## config.mk

```make
export PLATFORM = sky130hd
export DESIGN_NAME = ahs_sequencer
export DESIGN_NICKNAME = d
export VERILOG_FILES = /design/src/pkg/ahs_pkg.sv /design/src/rtl/ahs_result_bank.sv /design/src/rtl/ahs_sequencer.sv
export SDC_FILE = /design/constraint.sdc
export NUM_CORES = 1
export LEC_CHECK = 0
export BUFFER_PORTS_ARGS = -buffer_cell sky130_fd_sc_hd__buf_2
export CORE_MARGIN = 2
export CORE_UTILIZATION = 65
export DETAILED_ROUTE_END_ITERATION = 10
export GPL_TIMING_DRIVEN = 0
export PLACE_DENSITY = 0.86
export SETUP_SLACK_MARGIN = 0.05
export SYNTH_ARGS = -nofsm -noshare
export SYNTH_HDL_FRONTEND = slang
export SYNTH_SLANG_ARGS = --single-unit
```

## constraint.sdc

```tcl
create_clock -name clk_sys_i -period 3.9 [get_ports clk_sys_i]
set_input_delay 0 -clock clk_sys_i [delete_from_list [all_inputs] [get_ports clk_sys_i]]
set_output_delay 0 -clock clk_sys_i [all_outputs]
set_load 0.05 [all_outputs]
```

## src/pkg/ahs_pkg.sv

```systemverilog
// package: register map, field layout and types for the hard-select sequencer
package ahs_pkg;
  localparam int unsigned AHS_NCH_HS = 8;
  localparam int unsigned AHS_NRES = 24;
  localparam int unsigned AHS_RES_W = 10;
  // byte addresses on the axi4-lite bus
  localparam logic [7:0] AHS_OFF_HS_ENABLE = 8'h00;
  localparam logic [7:0] AHS_OFF_SW_TRIG = 8'h04;
  localparam logic [7:0] AHS_OFF_STATUS = 8'h08;
  localparam logic [7:0] AHS_OFF_RESULT0 = 8'h40;
  localparam logic [7:0] AHS_OFF_RESULT_LAST = 8'h9c;
  localparam logic [7:0] AHS_HS_ENABLE_RST = 8'h00;
  localparam logic [1:0] AHS_SW_TRIG_RST = 2'h0;
  // result word layout
  localparam int unsigned AHS_RES_LSB = 6;
  localparam logic [5:0] AHS_RES_FILL = 6'h3f;
  // group writes: index 12 splits the low and high group sets
  localparam logic [4:0] AHS_GROUP_SPLIT = 5'h0c;
  localparam logic [1:0] AHS_RESP_OKAY = 2'h0;
  localparam logic [1:0] AHS_RESP_SLVERR = 2'h2;
  // modes of the converter
  typedef enum logic [1:0] {AHS_M_IDLE, AHS_M_SCAN, AHS_M_SEL, AHS_M_HS} ahs_mode_t;
  typedef struct packed {
    logic [4:0] chan;
    logic [AHS_RES_W-1:0] data;
    logic valid;
  } ahs_result_t;
  typedef struct packed {
    logic start;
    logic [4:0] chan;
    ahs_mode_t mode;
  } ahs_conv_t;
endpackage

```

## src/rtl/ahs_result_bank.sv

```systemverilog
// result register bank with group writes and left-justified reads
`timescale 1ns/1ps
module ahs_result_bank (
  // clock
  input wire logic clk_sys_i,
  input wire logic ce_i,
  // converter side
  input wire ahs_pkg::ahs_result_t res_i,
  // software side
  input wire logic wr_i,
  input wire logic [4:0] wr_idx_i,
  input wire logic [15:0] wr_data_i,
  input wire logic [4:0] rd_idx_i,
  output logic [15:0] rd_data_o
);
  import ahs_pkg::*;
  // no reset: contents stay undefined until written or converted
  logic [AHS_RES_W-1:0] mem_q [AHS_NRES];

  function automatic logic in_group(input logic [4:0] sel, input int unsigned n);
    // same parity and same half (0-11 or 12-23) as the written index
    in_group = (sel[0] == n[0]) && ((sel >= AHS_GROUP_SPLIT) == (n >= 12));
  endfunction

  for (genvar n = 0; n < AHS_NRES; n++) begin : g_res
    always_ff @(posedge clk_sys_i) begin
      if (ce_i) begin
        if (res_i.valid && res_i.chan == 5'(n)) begin
          mem_q[n] <= res_i.data;
        end else if (wr_i && in_group(wr_idx_i, n)) begin
          mem_q[n] <= wr_data_i[15:AHS_RES_LSB];
        end
      end
    end
  end


  assign rd_data_o = {mem_q[rd_idx_i], AHS_RES_FILL};
endmodule // ahs_result_bank

```

## src/rtl/ahs_sequencer.sv

```systemverilog
// hard-select sequencer with axi4-lite registers and result bank
//
// Register access over AXI4-Lite and the address map were chosen for this implementation.
`timescale 1ns/1ps
// What this block does
// enable bits 0-3 gate channels 0-3, bits 4-7 gate channels 12-15
// 10-bit result sits in bits 15 down to 6 of the word
// result of channel n goes to result register n
// software accesses results as full words only
// reads return result left-justified with low six bits as ones
// result registers have no reset
// write to 0 or 1 updates its even/odd group 0-11
// write to 12 or 13 updates its even/odd group 12-23
// no single result register can be written alone
// flag set on marker after event, hard select starts one clock later
// same edge on two channels: lower number first, next one clock later
// hard select suspends select mode, which resumes afterwards
// select suspends scan at once, scan resumes one clock after select
// lower-priority request waits, starts one clock after higher completes
// higher-priority request suspends lower, lower resumes one clock after
// priority falls with ascending channel number
// enable register resets to zero
// software trigger acts on rising edge, held while hard select busy
module ahs_sequencer (
  // clock and reset
  input wire logic clk_sys_i,
  input wire logic rstn_i,
  input wire logic ce_i,
  // axi4-lite slave
  input wire logic [7:0] s_awaddr_i,
  input wire logic s_awvalid_i,
  output logic s_awready_o,
  input wire logic [31:0] s_wdata_i,
  input wire logic [3:0] s_wstrb_i,
  input wire logic s_wvalid_i,
  output logic s_wready_o,
  output logic [1:0] s_bresp_o,
  output logic s_bvalid_o,
  input wire logic s_bready_i,
  input wire logic [7:0] s_araddr_i,
  input wire logic s_arvalid_i,
  output logic s_arready_o,
  output logic [31:0] s_rdata_o,
  output logic [1:0] s_rresp_o,
  output logic s_rvalid_o,
  input wire logic s_rready_i,
  // event sources and core timing
  input wire logic [7:0] hs_event_i,
  input wire logic cpu_cycle_marker_pulse_i,
  input wire logic scan_req_i,
  input wire logic [4:0] scan_chan_i,
  input wire logic sel_req_i,
  input wire logic [4:0] sel_chan_i,
  // converter core
  input wire logic conv_done_i,
  input wire logic [9:0] conv_data_i,
  output ahs_pkg::ahs_conv_t conv_o,
  output logic [7:0] interrupt_request_flag_o
);
  import ahs_pkg::*;

  typedef struct packed {
    logic awr;
    logic [7:0] awaddr;
    logic wr;
    logic [31:0] wdata;
    logic [3:0] wstrb;
    logic bvalid;
    logic [1:0] bresp;
    logic rvalid;
    logic [31:0] rdata;
    logic [1:0] rresp;
    logic [7:0] hs_enable;
    logic [1:0] sw_trig;
    logic [1:0] sw_trig_old;
    logic [7:0] ev_pend;
    logic [7:0] interrupt_request_flag;
    logic [7:0] hs_pend;
    logic [2:0] hs_cur;
    logic hs_busy;
    logic sel_act;
    logic sel_susp;
    logic [4:0] sel_chan;
    logic scan_act;
    logic scan_susp;
    logic [4:0] scan_chan;
    ahs_mode_t mode;
    logic [4:0] chan;
    logic gap;
    ahs_conv_t conv;
  } ahs_state_t;

  ahs_state_t s_q, s_d;

  logic wr_fire, rd_fire, res_wr;
  logic [15:0] bank_rd;
  ahs_result_t res;
  logic [7:0] hs_trig;
  logic [7:0] req_hi;

  // slot i of the enable register maps to an analog channel number
  function automatic logic [4:0] slot_chan(input logic [2:0] i);
    slot_chan = i[2] ? 5'(i) + 5'h08 : 5'(i);
  endfunction

  function automatic logic [2:0] first_set(input logic [7:0] v);
    first_set = 3'h0;
    for (int i = 7; i >= 0; i--) begin
      if (v[i]) begin
        first_set = 3'(i);
      end
    end
  endfunction

  function automatic logic is_result(input logic [7:0] a);
    is_result = (a >= AHS_OFF_RESULT0) && (a <= AHS_OFF_RESULT_LAST);
  endfunction

  function automatic logic [4:0] res_idx(input logic [7:0] a);
    logic [7:0] d;
    d = a - AHS_OFF_RESULT0;
    res_idx = d[6:2];
  endfunction

  assign wr_fire = s_q.awr && s_q.wr && !s_q.bvalid;
  assign rd_fire = s_arvalid_i && !s_q.rvalid;
  // word only: both low byte lanes must be enabled
  assign res_wr = wr_fire && is_result(s_q.awaddr) && (s_q.wstrb[1:0] == 2'h3);
  // software bits act like channel 0/1 events on rising edge
  assign hs_trig = hs_event_i | {6'h00, s_q.sw_trig & ~s_q.sw_trig_old};

  assign res.valid = conv_done_i && (s_q.mode != AHS_M_IDLE) && !s_q.gap;
  assign res.chan = s_q.chan;
  assign res.data = conv_data_i;

  ahs_result_bank u_bank (
    .clk_sys_i(clk_sys_i),
    .ce_i(ce_i),
    .res_i(res),
    .wr_i(res_wr),
    .wr_idx_i(res_idx(s_q.awaddr)),
    .wr_data_i(s_q.wdata[15:0]),
    .rd_idx_i(res_idx(s_araddr_i)),
    .rd_data_o(bank_rd)
  );

  always_comb begin
    s_d = s_q;
    s_d.conv.start = 1'b0;
    req_hi = 8'h00;
    // bus channels
    if (s_awvalid_i && !s_q.awr) begin
      s_d.awr = 1'b1;
      s_d.awaddr = s_awaddr_i;
    end
    if (s_wvalid_i && !s_q.wr) begin
      s_d.wr = 1'b1;
      s_d.wdata = s_wdata_i;
      s_d.wstrb = s_wstrb_i;
    end
    if (wr_fire) begin
      s_d.awr = 1'b0;
      s_d.wr = 1'b0;
      s_d.bvalid = 1'b1;
      s_d.bresp = AHS_RESP_OKAY;
      case (s_q.awaddr)
        AHS_OFF_HS_ENABLE: begin
          if (s_q.wstrb[0]) s_d.hs_enable = s_q.wdata[7:0];
        end
        AHS_OFF_SW_TRIG: begin
          if (s_q.wstrb[0]) s_d.sw_trig = s_q.wdata[1:0];
        end
        default: begin
          if (!res_wr) s_d.bresp = AHS_RESP_SLVERR;
        end
      endcase
    end
    if (s_q.bvalid && s_bready_i) s_d.bvalid = 1'b0;
    if (rd_fire) begin
      s_d.rvalid = 1'b1;
      s_d.rresp = AHS_RESP_OKAY;
      s_d.rdata = 32'h0;
      if (s_araddr_i == AHS_OFF_HS_ENABLE) s_d.rdata = {24'h0, s_q.hs_enable};
      else if (s_araddr_i == AHS_OFF_SW_TRIG) s_d.rdata = {30'h0, s_q.sw_trig};
      else if (s_araddr_i == AHS_OFF_STATUS) begin
        s_d.rdata = {16'h0, s_q.hs_pend, 3'h0, s_q.hs_busy, s_q.sel_act,
                     s_q.scan_act, s_q.mode};
      end else if (is_result(s_araddr_i)) s_d.rdata = {16'h0, bank_rd};
      else s_d.rresp = AHS_RESP_SLVERR;
    end
    if (s_q.rvalid && s_rready_i) s_d.rvalid = 1'b0;
    // events latch until the marker, then raise the request flag
    s_d.sw_trig_old = s_q.sw_trig;
    s_d.ev_pend = s_q.ev_pend | (hs_trig & s_q.hs_enable);
    s_d.interrupt_request_flag = 8'h00;
    if (cpu_cycle_marker_pulse_i) begin
      s_d.interrupt_request_flag = s_d.ev_pend;
      s_d.ev_pend = 8'h00;
    end
    // flagged channels join the hard-select pending set (held while busy)
    s_d.hs_pend = s_q.hs_pend | s_q.interrupt_request_flag;
    // software and scan requests
    if (sel_req_i && !s_q.sel_act) begin
      s_d.sel_act = 1'b1;
      s_d.sel_chan = sel_chan_i;
    end
    if (scan_req_i && !s_q.scan_act) begin
      s_d.scan_act = 1'b1;
      s_d.scan_chan = scan_chan_i;
    end
    // completion of the running conversion
    s_d.gap = 1'b0;
    if (conv_done_i && !s_q.gap) begin
      case (s_q.mode)
        AHS_M_HS: begin
          // pending bits stay: a request reserved during this run starts next
          s_d.hs_busy = 1'b0;
        end
        AHS_M_SEL: s_d.sel_act = 1'b0;
        AHS_M_SCAN: s_d.scan_act = 1'b0;
        default: ;
      endcase
      if (s_q.mode != AHS_M_IDLE) begin
        s_d.mode = AHS_M_IDLE;
        s_d.gap = 1'b1; // next work starts one clock later R11 R13 R14 R15
      end
    end
    // arbitration: hard select, then select, then scan
    for (int i = 0; i < 8; i++) begin
      if (i < s_q.hs_cur) req_hi[i] = s_q.interrupt_request_flag[i];
    end
    if (s_d.mode == AHS_M_HS && !s_d.gap && |req_hi) begin
      s_d.hs_pend[s_q.hs_cur] = 1'b1;
      s_d.mode = AHS_M_IDLE;
    end
    if ((s_d.mode == AHS_M_SEL || s_d.mode == AHS_M_SCAN) && |s_q.interrupt_request_flag) begin
      s_d.mode = AHS_M_IDLE;
    end
    if (s_d.mode == AHS_M_SCAN && sel_req_i) begin
      s_d.mode = AHS_M_IDLE;
      s_d.gap = 1'b1; // select starts one clock after the suspend
    end
    if (s_d.mode == AHS_M_IDLE && !s_d.gap) begin
      // flags of this clock count already, so the start trails the flag by one
      if (|s_d.hs_pend) begin
        s_d.hs_cur = first_set(s_d.hs_pend);
        s_d.hs_pend[s_d.hs_cur] = 1'b0;
        s_d.hs_busy = 1'b1;
        s_d.mode = AHS_M_HS;
        s_d.chan = slot_chan(s_d.hs_cur);
      end else if (s_q.sel_act) begin
        s_d.mode = AHS_M_SEL;
        s_d.chan = s_q.sel_chan;
      end else if (s_q.scan_act) begin
        s_d.mode = AHS_M_SCAN;
        s_d.chan = s_q.scan_chan;
      end
      if (s_d.mode != AHS_M_IDLE) begin
        s_d.conv.start = 1'b1;
      end
    end
    s_d.conv.chan = s_d.chan;
    s_d.conv.mode = s_d.mode;
  end

  always_ff @(posedge clk_sys_i or negedge rstn_i) begin
    if (!rstn_i) begin
      s_q <= '0;
      s_q.hs_enable <= AHS_HS_ENABLE_RST;
      s_q.sw_trig <= AHS_SW_TRIG_RST;
      s_q.mode <= AHS_M_IDLE;
      s_q.conv.mode <= AHS_M_IDLE;
    end else if (ce_i) begin
      s_q <= s_d;
    end
  end

  assign s_awready_o = !s_q.awr;
  assign s_wready_o = !s_q.wr;
  assign s_bvalid_o = s_q.bvalid;
  assign s_bresp_o = s_q.bresp;
  assign s_arready_o = !s_q.rvalid;
  assign s_rvalid_o = s_q.rvalid;
  assign s_rdata_o = s_q.rdata;
  assign s_rresp_o = s_q.rresp;
  assign conv_o = s_q.conv;
  assign interrupt_request_flag_o = s_q.interrupt_request_flag;

  // a hard-select conversion starts exactly one clock after its flag
  a_hs_start_after_flag: assert property (@(posedge clk_sys_i) disable iff (!rstn_i)
    (ce_i && |s_q.interrupt_request_flag && s_q.mode == AHS_M_IDLE && !s_q.gap && !s_q.hs_busy)
      |=> (s_q.mode == AHS_M_HS && s_q.conv.start))
    else $error("hard select did not start one clock after flag");
  // a completed conversion leaves one idle clock before the next start
  a_gap_after_done: assert property (@(posedge clk_sys_i) disable iff (!rstn_i)
    (ce_i && conv_done_i && s_q.mode != AHS_M_IDLE && !s_q.gap)
      |=> (s_q.mode == AHS_M_IDLE && !s_q.conv.start))
    else $error("no one-clock gap after conversion end");
  // enable bits gate the flag
  a_flag_needs_enable: assert property (@(posedge clk_sys_i) disable iff (!rstn_i)
    (s_q.interrupt_request_flag & ~$past(s_q.hs_enable, 2)) == 8'h00 || !$past(ce_i))
    else $error("flag raised for disabled channel");
  // flags only rise on the marker
  a_flag_on_marker: assert property (@(posedge clk_sys_i) disable iff (!rstn_i)
    (ce_i && |s_d.interrupt_request_flag) |-> cpu_cycle_marker_pulse_i)
    else $error("flag set without marker");
  // select never runs while hard-select work waits at arbitration
  a_hs_over_sel: assert property (@(posedge clk_sys_i) disable iff (!rstn_i)
    (ce_i && s_q.conv.start && s_q.mode == AHS_M_SEL) |-> !$past(|s_q.hs_pend))
    else $error("select started over pending hard select");
  // scan yields to a select request at once
  a_scan_yields: assert property (@(posedge clk_sys_i) disable iff (!rstn_i)
    (ce_i && s_q.mode == AHS_M_SCAN && sel_req_i && !(conv_done_i && !s_q.gap))
      |=> s_q.mode == AHS_M_IDLE ##1 s_q.mode == AHS_M_SEL)
    else $error("scan not suspended for select");
  // result reads fill the low bits with ones
  a_result_fill: assert property (@(posedge clk_sys_i) disable iff (!rstn_i)
    (ce_i && rd_fire && is_result(s_araddr_i)) |=> s_q.rdata[5:0] == AHS_RES_FILL)
    else $error("result low bits not ones");
  // enable register reads back what was written
  a_enable_write: assert property (@(posedge clk_sys_i) disable iff (!rstn_i)
    (ce_i && wr_fire && s_q.awaddr == AHS_OFF_HS_ENABLE && s_q.wstrb[0])
      |=> s_q.hs_enable == $past(s_q.wdata[7:0]))
    else $error("enable register not updated");
endmodule // ahs_sequencer

```

# Word level (Yosys, flattened, before mapping)
# Memory sizes are Yosys's and may differ from the RTL's.
# Index checks and enable logic that the tools add are counted.
[totals]
regBits = 145
mem_bits_rw = 240
out_inout_bits = 57
wordCells = 447
mem_count = 1
[mem_list]
columns = ["name", "words", "word_bits", "rd", "rd_clocked_by_memory_dff", "wr", "line", "rtl"]
rows = [
  ["u_bank.mem_q", 24, 10, 1, 0, 24, "ahs_result_bank.sv:18", "logic [AHS_RES_W-1:0] mem_q [AHS_NRES];"],
]
[op_classes]
n_addsub = 3
n_lt_le_gt_ge = 16
n_eq_ne = 34
muxes = 238
n_bitwise = 35
reduce_logical = 94
[ops]
columns = ["operator", "n"]
rows = [
  ["$mux 10", 24],
  ["$mux 1", 172],
  ["$mux 16", 4],
  ["$logic_and 1x1->1", 55],
  ["$eq 5x4->1 const B", 8],
  ["$eq 5x5->1 const B", 8],
  ["$mux 37", 1],
  ["$mux 35", 1],
  ["$mux 7", 5],
  ["$mux 3", 11],
  ["$mux 32", 1],
  ["$mux 12", 2],
  ["$mux 2", 12],
  ["$or 1x1->1", 24],
  ["$or 8x8->8", 3],
  ["$eq 5x3->1 const B", 4],
  ["$reduce_and 2->1", 10],
  ["$and 8x8->8", 2],
  ["$eq 8x3->1 const B", 2],
  ["$ge 8x7->1 const B", 2],
  ["$le 8x8->1 const B", 2],
  ["$logic_not 8->1", 2],
  ["$reduce_or 8->1", 2],
  ["$sub 7x7->7 const B", 2],
  ["other kinds (31)", 61],
]

# Depth between registers and ports, before layout
# Gate-level depths: netlist (run 1).
[depth]
depth_word = 25
depth_mapped = 10
mapped_depth_nobuf = 10

# Hierarchy
# From an unflattened synthesis (run 1), not the netlist that was laid out.
[unflattened]
hier_cells = 1342
area_unflattened_um2 = 18443.9
[modules_own_cells]
columns = ["module", "instances", "cells_each", "area_per_inst_um2"]
rows = [
  ["ahs_result_bank", 1, 808, 12903.6],
  ["ahs_sequencer", 1, 534, 5540.3],
]

# Worst setup path before layout (run 1)
# OpenSTA, ideal clock, no wires.
[synth_path]
path_type = "reg-to-reg"
startpoint = "reg, netlist name conv_o[3]"
endpoint = "mem u_bank.mem_q[12][0], enable pin"
setup_time_ns = 0.391
arrival_time_ns = 2.177
setup_slack_ns = 1.333
path_stages_with_launch = 7
synth_period_minus_slack_ns = 2.567
cell_sequence = "dfrtp_1 -> buf_6 -> or2_2 -> buf_2 -> or3_1 -> buf_4 -> o21ai_0"
[synth_rtl]
columns = ["item", "line"]
rows = [
  ["end, declared", "ahs_result_bank.sv:18"],
]

==> results of run 1 <==
-- cell families (layout without fill, tap and decap cells) --
| logic type | count (synthesis) | after routing | synth area share |
|---|---|---|---|
| compound gates | 196 | 196 | 0.0758 |
| fa+ha+maj | 1 | 1 | 0.000692 |
| buf+inv | 162 | 423 | 0.0479 |
| flops | 349 | 349 | 0.549 |
| mux | 377 | 377 | 0.278 |
| other cells | 1 | 20 | 0.000207 |
| simple gates | 173 | 173 | 0.0484 |
-- worst reg2reg max path: stages, from the launching register on --
cell,delay [ns]
dfrtp_1,0.39
buf_6,0.15
o2111ai_1,0.13
and4bb_2,0.28
o21a_1,0.19
and3_1,0.20
nand3_1,0.22
a31oi_2,0.90
mux2_2,0.43
-- metrics by stage --
stage	instance area, sq um	power, mW	hold WS, ns	utilization
6_report	21300	11.9	0.00135	0.772
5_1_grt	21300	12.2	0.0615	0.772
4_1_cts	21300	11.7	0.0215	0.771
3_5_place_dp	19400	7.99	0.0139	0.704
3_3_place_gp	19200	7.87	0.232	0.695
2_1_floorplan	18100	6.98	-0.296	-
-- final timing paths --
check / endpoint / slack [ns] / cells after the start
setup / recovery: u_bank.mem_q[23][0] / 0.76 / 8
hold / removal: s_q[67] / 0.001 / 2
setup reg to reg: u_bank.mem_q[23][0] / 0.76 / 8
hold reg to reg: s_rresp_o[1] / 0.49 / 2
max in group asynchronous: conv_o[5] / 3.16 / 3
min in group clk_sys_i: s_q[30] / 0.04 / 4
-- routing by layer --
layer  part of all wire  wire length [microns]
met5                  0                      0
met4              0.054                   2840
met3               0.10                   5540
met2               0.49                  26100
met1               0.35                  18300
-- flip-flops by register name, indices dropped and copies added (netlist names) --
| name | count |
|---|---|
| u_bank.mem_q | 240 |
| s_rvalid_o | 1 |
| conv_o | 8 |
| s_rresp_o | 1 |
| s_d | 2 |
| s_bresp_o | 1 |
| interrupt_request_flag_o | 8 |
| s_rdata_o | 16 |
| s_q | 71 |
| s_bvalid_o | 1 |
-- synthesized netlist by cell type, drive strengths merged (10+ instances only) --
cell,count,area [sq um]
dfrtp,109,2730
a22oi,16,120
inv,22,85.1
nand2,51,191
buf,79,552
o21ai,77,423
mux4,70,1580
nor2,45,171
nand3,22,115
a31oi,13,130
mux2i,12,120
edfxtp,240,7210
clkbuf,61,229
nor3,10,82.6
mux2,295,3320
a21oi,41,280
a21o,12,90.1
-- layout make-up --
type / count / area (sq um) / area share
flip-flops and latches: 349 / 9930 / 0.467
well taps: 378 / 473 / 0.0222
clock inverters: 25 / 289 / 0.0136
clock buffers: 42 / 965 / 0.0454
multi-input cells: 765 / 7340 / 0.345
diodes: 2 / 5.00 / 0.000235
inverters: 22 / 85.1 / 0.00400
plain buffers: 140 / 781 / 0.0367
repair buffers: 194 / 1390 / 0.0651
-- power breakdown --
part / leakage (nW) / internal [mW] / switching [mW] / total (mW)
Sequential: 3.54 / 4.44 / 0.414 / 4.85
Clock: 0.617 / 2.19 / 1.53 / 3.72
Combinational: 3.87 / 1.12 / 2.17 / 3.29
-- timing repair --
item | 4_1_cts | 5_1_grt
hold endpoints to repair | 209 | 0
resized for setup | 0 | 0
hold buffers | 61 | 0
==> metrics.csv, run 1 <==
metric,value,unit
layout cells sized above 1,0.433,
met1 Use GR,0.456,
Mapped Area,18100,sq um
minimum clock period after layout,3.14,ns
first-pass GRT wire length,77600,microns
Max VDD drop,0.000466,V
Static Leakage,8.03,nW
most frequent cells in the layout,"mux2_2, edfxtp_1, buf_2, dfrtp_1, buf_4",
Cell Count Post-Placement,1787,
FMAX,0.318,GHz
clock skew,0.0310,ns
CTS root buf,clkbuf_16,
Clock Tree Buf Depth,3,
Port Buffer Count,109,
Hold Crit Class,in -> async,
CTS tree,done,
setup bufs post-CTS,0,
initial antenna violation count,2,
Mapped Avg Cell Area,14.4,sq um
vias in the first global route,12940,
CP max stage delay,0.90,ns
P per Cell Area,558,nW/um^2
all-layer global routing usage,0.366,
Syn. warnings,0,
"wirelength, routed",52900,microns
total CTS buffers,37,
max cap viols,0,
WS Path Type,reg -> reg,
crit share post-route,0.806,
DIE AREA,29200,sq um
Die Ht,171,microns
WP buf/inv,1,
Main synth FF type,edfxtp_1,
Cells after Synth,1259,
post-synthesis register bit count,349,
slowest CP cell,a31oi_2,
"Setup violations, final",0,
CP Max Fanout,10,
Post-DP HPWL,34300,microns
register area share after synthesis,0.549,
slew margin rel.,0.248,
"Distinct cells, synth",65,
Worst Setup SP,s_q[147],
drt wl/cell,27.6,microns
Setup WS pre-CTS,0.962,ns
Slew @ Worst Pin,1.12,ns
Finished Layout Cells,1917,
setup tns final,0,ns
final worst slack,0.757,ns
detailed-route DRC error count,0,
nets@finish,1602,
status,"finished, final reports clean",
critical-path cell list,"buf_6, o2111ai_1, and4bb_2, o21a_1, and3_1, nand3_1, a31oi_2, mux2_2",
fillers,1515,
CP Capture Type,register,
largest net degree at the start of global routing,73,
CP required,4.18,ns
Worst-path clk slew,0.07,ns
number of synthesized flops with an enable pin,240,
Core Box Area,27600,sq um
routing usage on met2,0.624,
Num Clock Sinks,349,
Crit path max-delay family,compound AO/OA/AOI/OAI gates,
RSZ-0062 raised after global routing,no,
"commonest non-fill, non-tap cell in the layout",mux2_2,
Via density,6.72,
vias,12875,
io pins,149,
worst r2r src,s_q[147],
Critical Path Start Type,register,
gr busiest metal,met2,
worst-skew pair later-pin latency,0.54,ns
initial core utilization,0.656,
CTS H-tree depth,2,
Routability Congestion,0.963,
ys async rst share,0.312,
GRT overflow,0,
"Arr. time, crit path",3.42,ns
met3 Use GR,0.0606,
DRT iter0 DRCs,1995,
DRT antenna net count,0,
Area Overhead vs Synth,17.6,%
Core Rows,61,
max-slew violations,0,
Final Hold Vio Count,0,
Initial DRT Pass Iterations,5,
Horiz. Die Dim,171,microns
Note: power is estimated with default switching activity, not from simulation.
==> run 2: changes to the inputs <==
Settings changed: CORE_UTILIZATION 65 to 55, PLACE_DENSITY 0.86 to 0.77.
Clock period 3.9 ns to 2.8 ns, I/O delays scaled along.
==> run 2 against run 1 <==
  * Final area increased by 2.9%
  * Core utilization decreased by 9.7 points
  * Non-clock buffer count is 25 higher
  * Largest power group unchanged
==> metrics.csv, run 2 (synthesis results as in run 1) <==
metric,value,unit,change
DRT iter0 DRCs,1395,,-30%
Routability Congestion,0.952,,-1.2%
RSZ-0062 raised after global routing,yes,,
P per Cell Area,751,nW/um^2,+35%
minimum clock period after layout,2.78,ns,-0.358 ns
Clock Tree Buf Depth,3,,unchanged
Die Ht,185,microns,+8.5%
"Arr. time, crit path",3.02,ns,-0.40 ns
clock share of power,0.307,,-0.006
Num Clock Sinks,349,,unchanged
CP required,3.04,ns,-1.14 ns
crit share post-route,0.995,,+0.189
Hold Crit Class,in -> async,,
all-layer global routing usage,0.298,,-0.0679
DRT antenna net count,0,,unchanged
layout cells sized above 1,0.453,,+0.0194
Via density,6.21,,-7.5%
switching share of power,0.347,,+0.000474
Logic pwr share,0.284,,+0.007
clock skew,0.0187,ns,-0.0122 ns
max-slew violations,0,,unchanged
number of flip-flops under the largest register name,240,,unchanged
most frequent cells in the layout,"mux2_2, edfxtp_1, buf_2, dfrtp_1, buf_4",,
vias in the first global route,12684,,-2.0%
CTS tree,done,,
DIE AREA,34300,sq um,+18%
detailed-route DRC error count,0,,unchanged
Post-DP HPWL,34800,microns,+1.3%
WS Path Type,reg -> reg,,
Static Leakage,8.25,nW,+2.7%
largest net degree at the start of global routing,65,,-11%
first-pass GRT wire length,75000,microns,-3.4%
Initial DRT Pass Iterations,5,,unchanged
Slew @ Worst Pin,1.14,ns,+0.0229 ns
drt wl/cell,25.5,microns,-7.6%
FMAX,0.359,GHz,+13%
worst r2r path cells,5,,-3
Worst-path clk slew,0.06,ns,about the same
"Setup violations, final",0,,unchanged
CP Capture Type,register,,
Max VDD drop,0.000578,V,+24%
slew margin rel.,0.232,,-0.0154
"commonest non-fill, non-tap cell in the layout",mux2_2,,
total CTS buffers,39,,+5.4%
Cell Count Post-Placement,1851,,+3.6%
CTS root buf,clkbuf_16,,
Seq. cell area,9930,sq um,unchanged
initial core utilization,0.557,,-0.0991
CTS H-tree depth,2,,unchanged
nets@finish,1629,,+1.7%
P_int,10.7,mW,+38%
io pins,149,,unchanged
fillers,2237,,+48%
Final Hold Vio Count,0,,unchanged
Reg power frac,0.409,,about the same
initial antenna violation count,2,,unchanged
Horiz. Die Dim,185,microns,+8.5%
worst-skew pair later-pin latency,0.54,ns,about the same
Port Buffer Count,109,,unchanged
Area Overhead vs Synth,21.0,%,
Core Box Area,32500,sq um,+18%
area of the multi-input gates,7520,sq um,+2.4%
GRT overflow,0,,unchanged
vias,12474,,-3.1%
"Most flops, register",u_bank.mem_q,,
Core Rows,66,,+8.2%
Sw Pwr,5.71,mW,+39%
"wirelength, routed",51200,microns,-3.2%
status,"finished, final reports clean",,
Finished Layout Cells,2008,,+4.7%
CP Max Fanout,8,,-2
Critical Path Start Type,register,,
setup tns final,0,ns,unchanged
max cap viols,0,,unchanged
[run 2: changes by cell type in the layout (fill, tap and decap cells not counted), sizes merged]
| cell | before | now |
|---|---|---|
| buf | 212 | 234 |
| clkbuf | 103 | 111 |
| bufinv | 6 | 3 |
| clkinv | 15 | 13 |
| dlygate4sd3 | 61 | 63 |
[run 2: path summary, 6_finish.rpt]
kind                                     from                   to  slack (ns)
min in group clk_sys_i          s_araddr_i[1]         s_rresp_o[1]        0.06
max in group asynchronous              rstn_i              s_q[37]        2.05
worst min register to register   s_bresp_o[1]         s_bresp_o[1]        0.48
worst max-delay path                conv_o[5]  u_bank.mem_q[23][5]        0.02
worst min-delay path                   rstn_i              s_q[66]        0.02
worst max register to register      conv_o[5]  u_bank.mem_q[23][5]        0.02
[run 2: worst max-delay path, cell delays in order (launching register included)]
cell and delay, ns:
dfrtp_1 0.41, nor2b_1 0.69, and3_1 0.41, nand2_1 0.18, o21ai_1 0.48, buf_4 0.30
[run 2: cell type report]
type | instances | area share
antenna | 2 | 0.000229
buffer | 140 | 0.0359
clock buffer | 49 | 0.0477
clock inverter | 20 | 0.00875
inverter | 22 | 0.00389
multi-input combinational | 765 | 0.344
sequential | 349 | 0.454
tap | 442 | 0.0253
timing repair buffer | 219 | 0.0806
[run 2: power groups by stage]
stage / sequential [mW] / clock, mW / combinational, mW
3_5_place_dp: 6.79 / 0 / 4.34
5_1_grt: 6.78 / 5.29 / 4.93
2_1_floorplan: 6.63 / 0 / 3.10
6_report: 6.72 / 5.05 / 4.66
4_1_cts: 6.69 / 5.08 / 4.49
3_3_place_gp: 6.78 / 0 / 4.21
[run 2: what timing repair did]
action,4_1_cts,5_1_grt
hold buffers,63,0
buffers inserted,11,12
hold endpoints to repair,200,0
gates resized for setup,12,24
pin swaps,3,5
setup endpoints to repair,176,234
[run 2: per-stage QoR]
stage / worst slack [ns] / instance area, sq um / utilization / total power, mW / hold slack, ns
4_1_cts: -0.0903 / 21600 / 0.664 / 16.3 / 0.0502
2_1_floorplan: 0.233 / 18100 / - / 9.73 / -0.296
6_report: 0.0153 / 21900 / 0.674 / 16.4 / 0.0221
3_3_place_gp: -0.765 / 19200 / 0.593 / 11.0 / 0.232
3_5_place_dp: -0.123 / 19500 / 0.600 / 11.1 / 0.0492
5_1_grt: 0.00655 / 21900 / 0.674 / 17.0 / 0.0809
[run 2: per-layer routing]
layer  track usage  wire length (microns)
met2         0.516                  25900
met1         0.374                  19200
met5             0                      0
met3        0.0521                   4100
met4         0.112                   1970
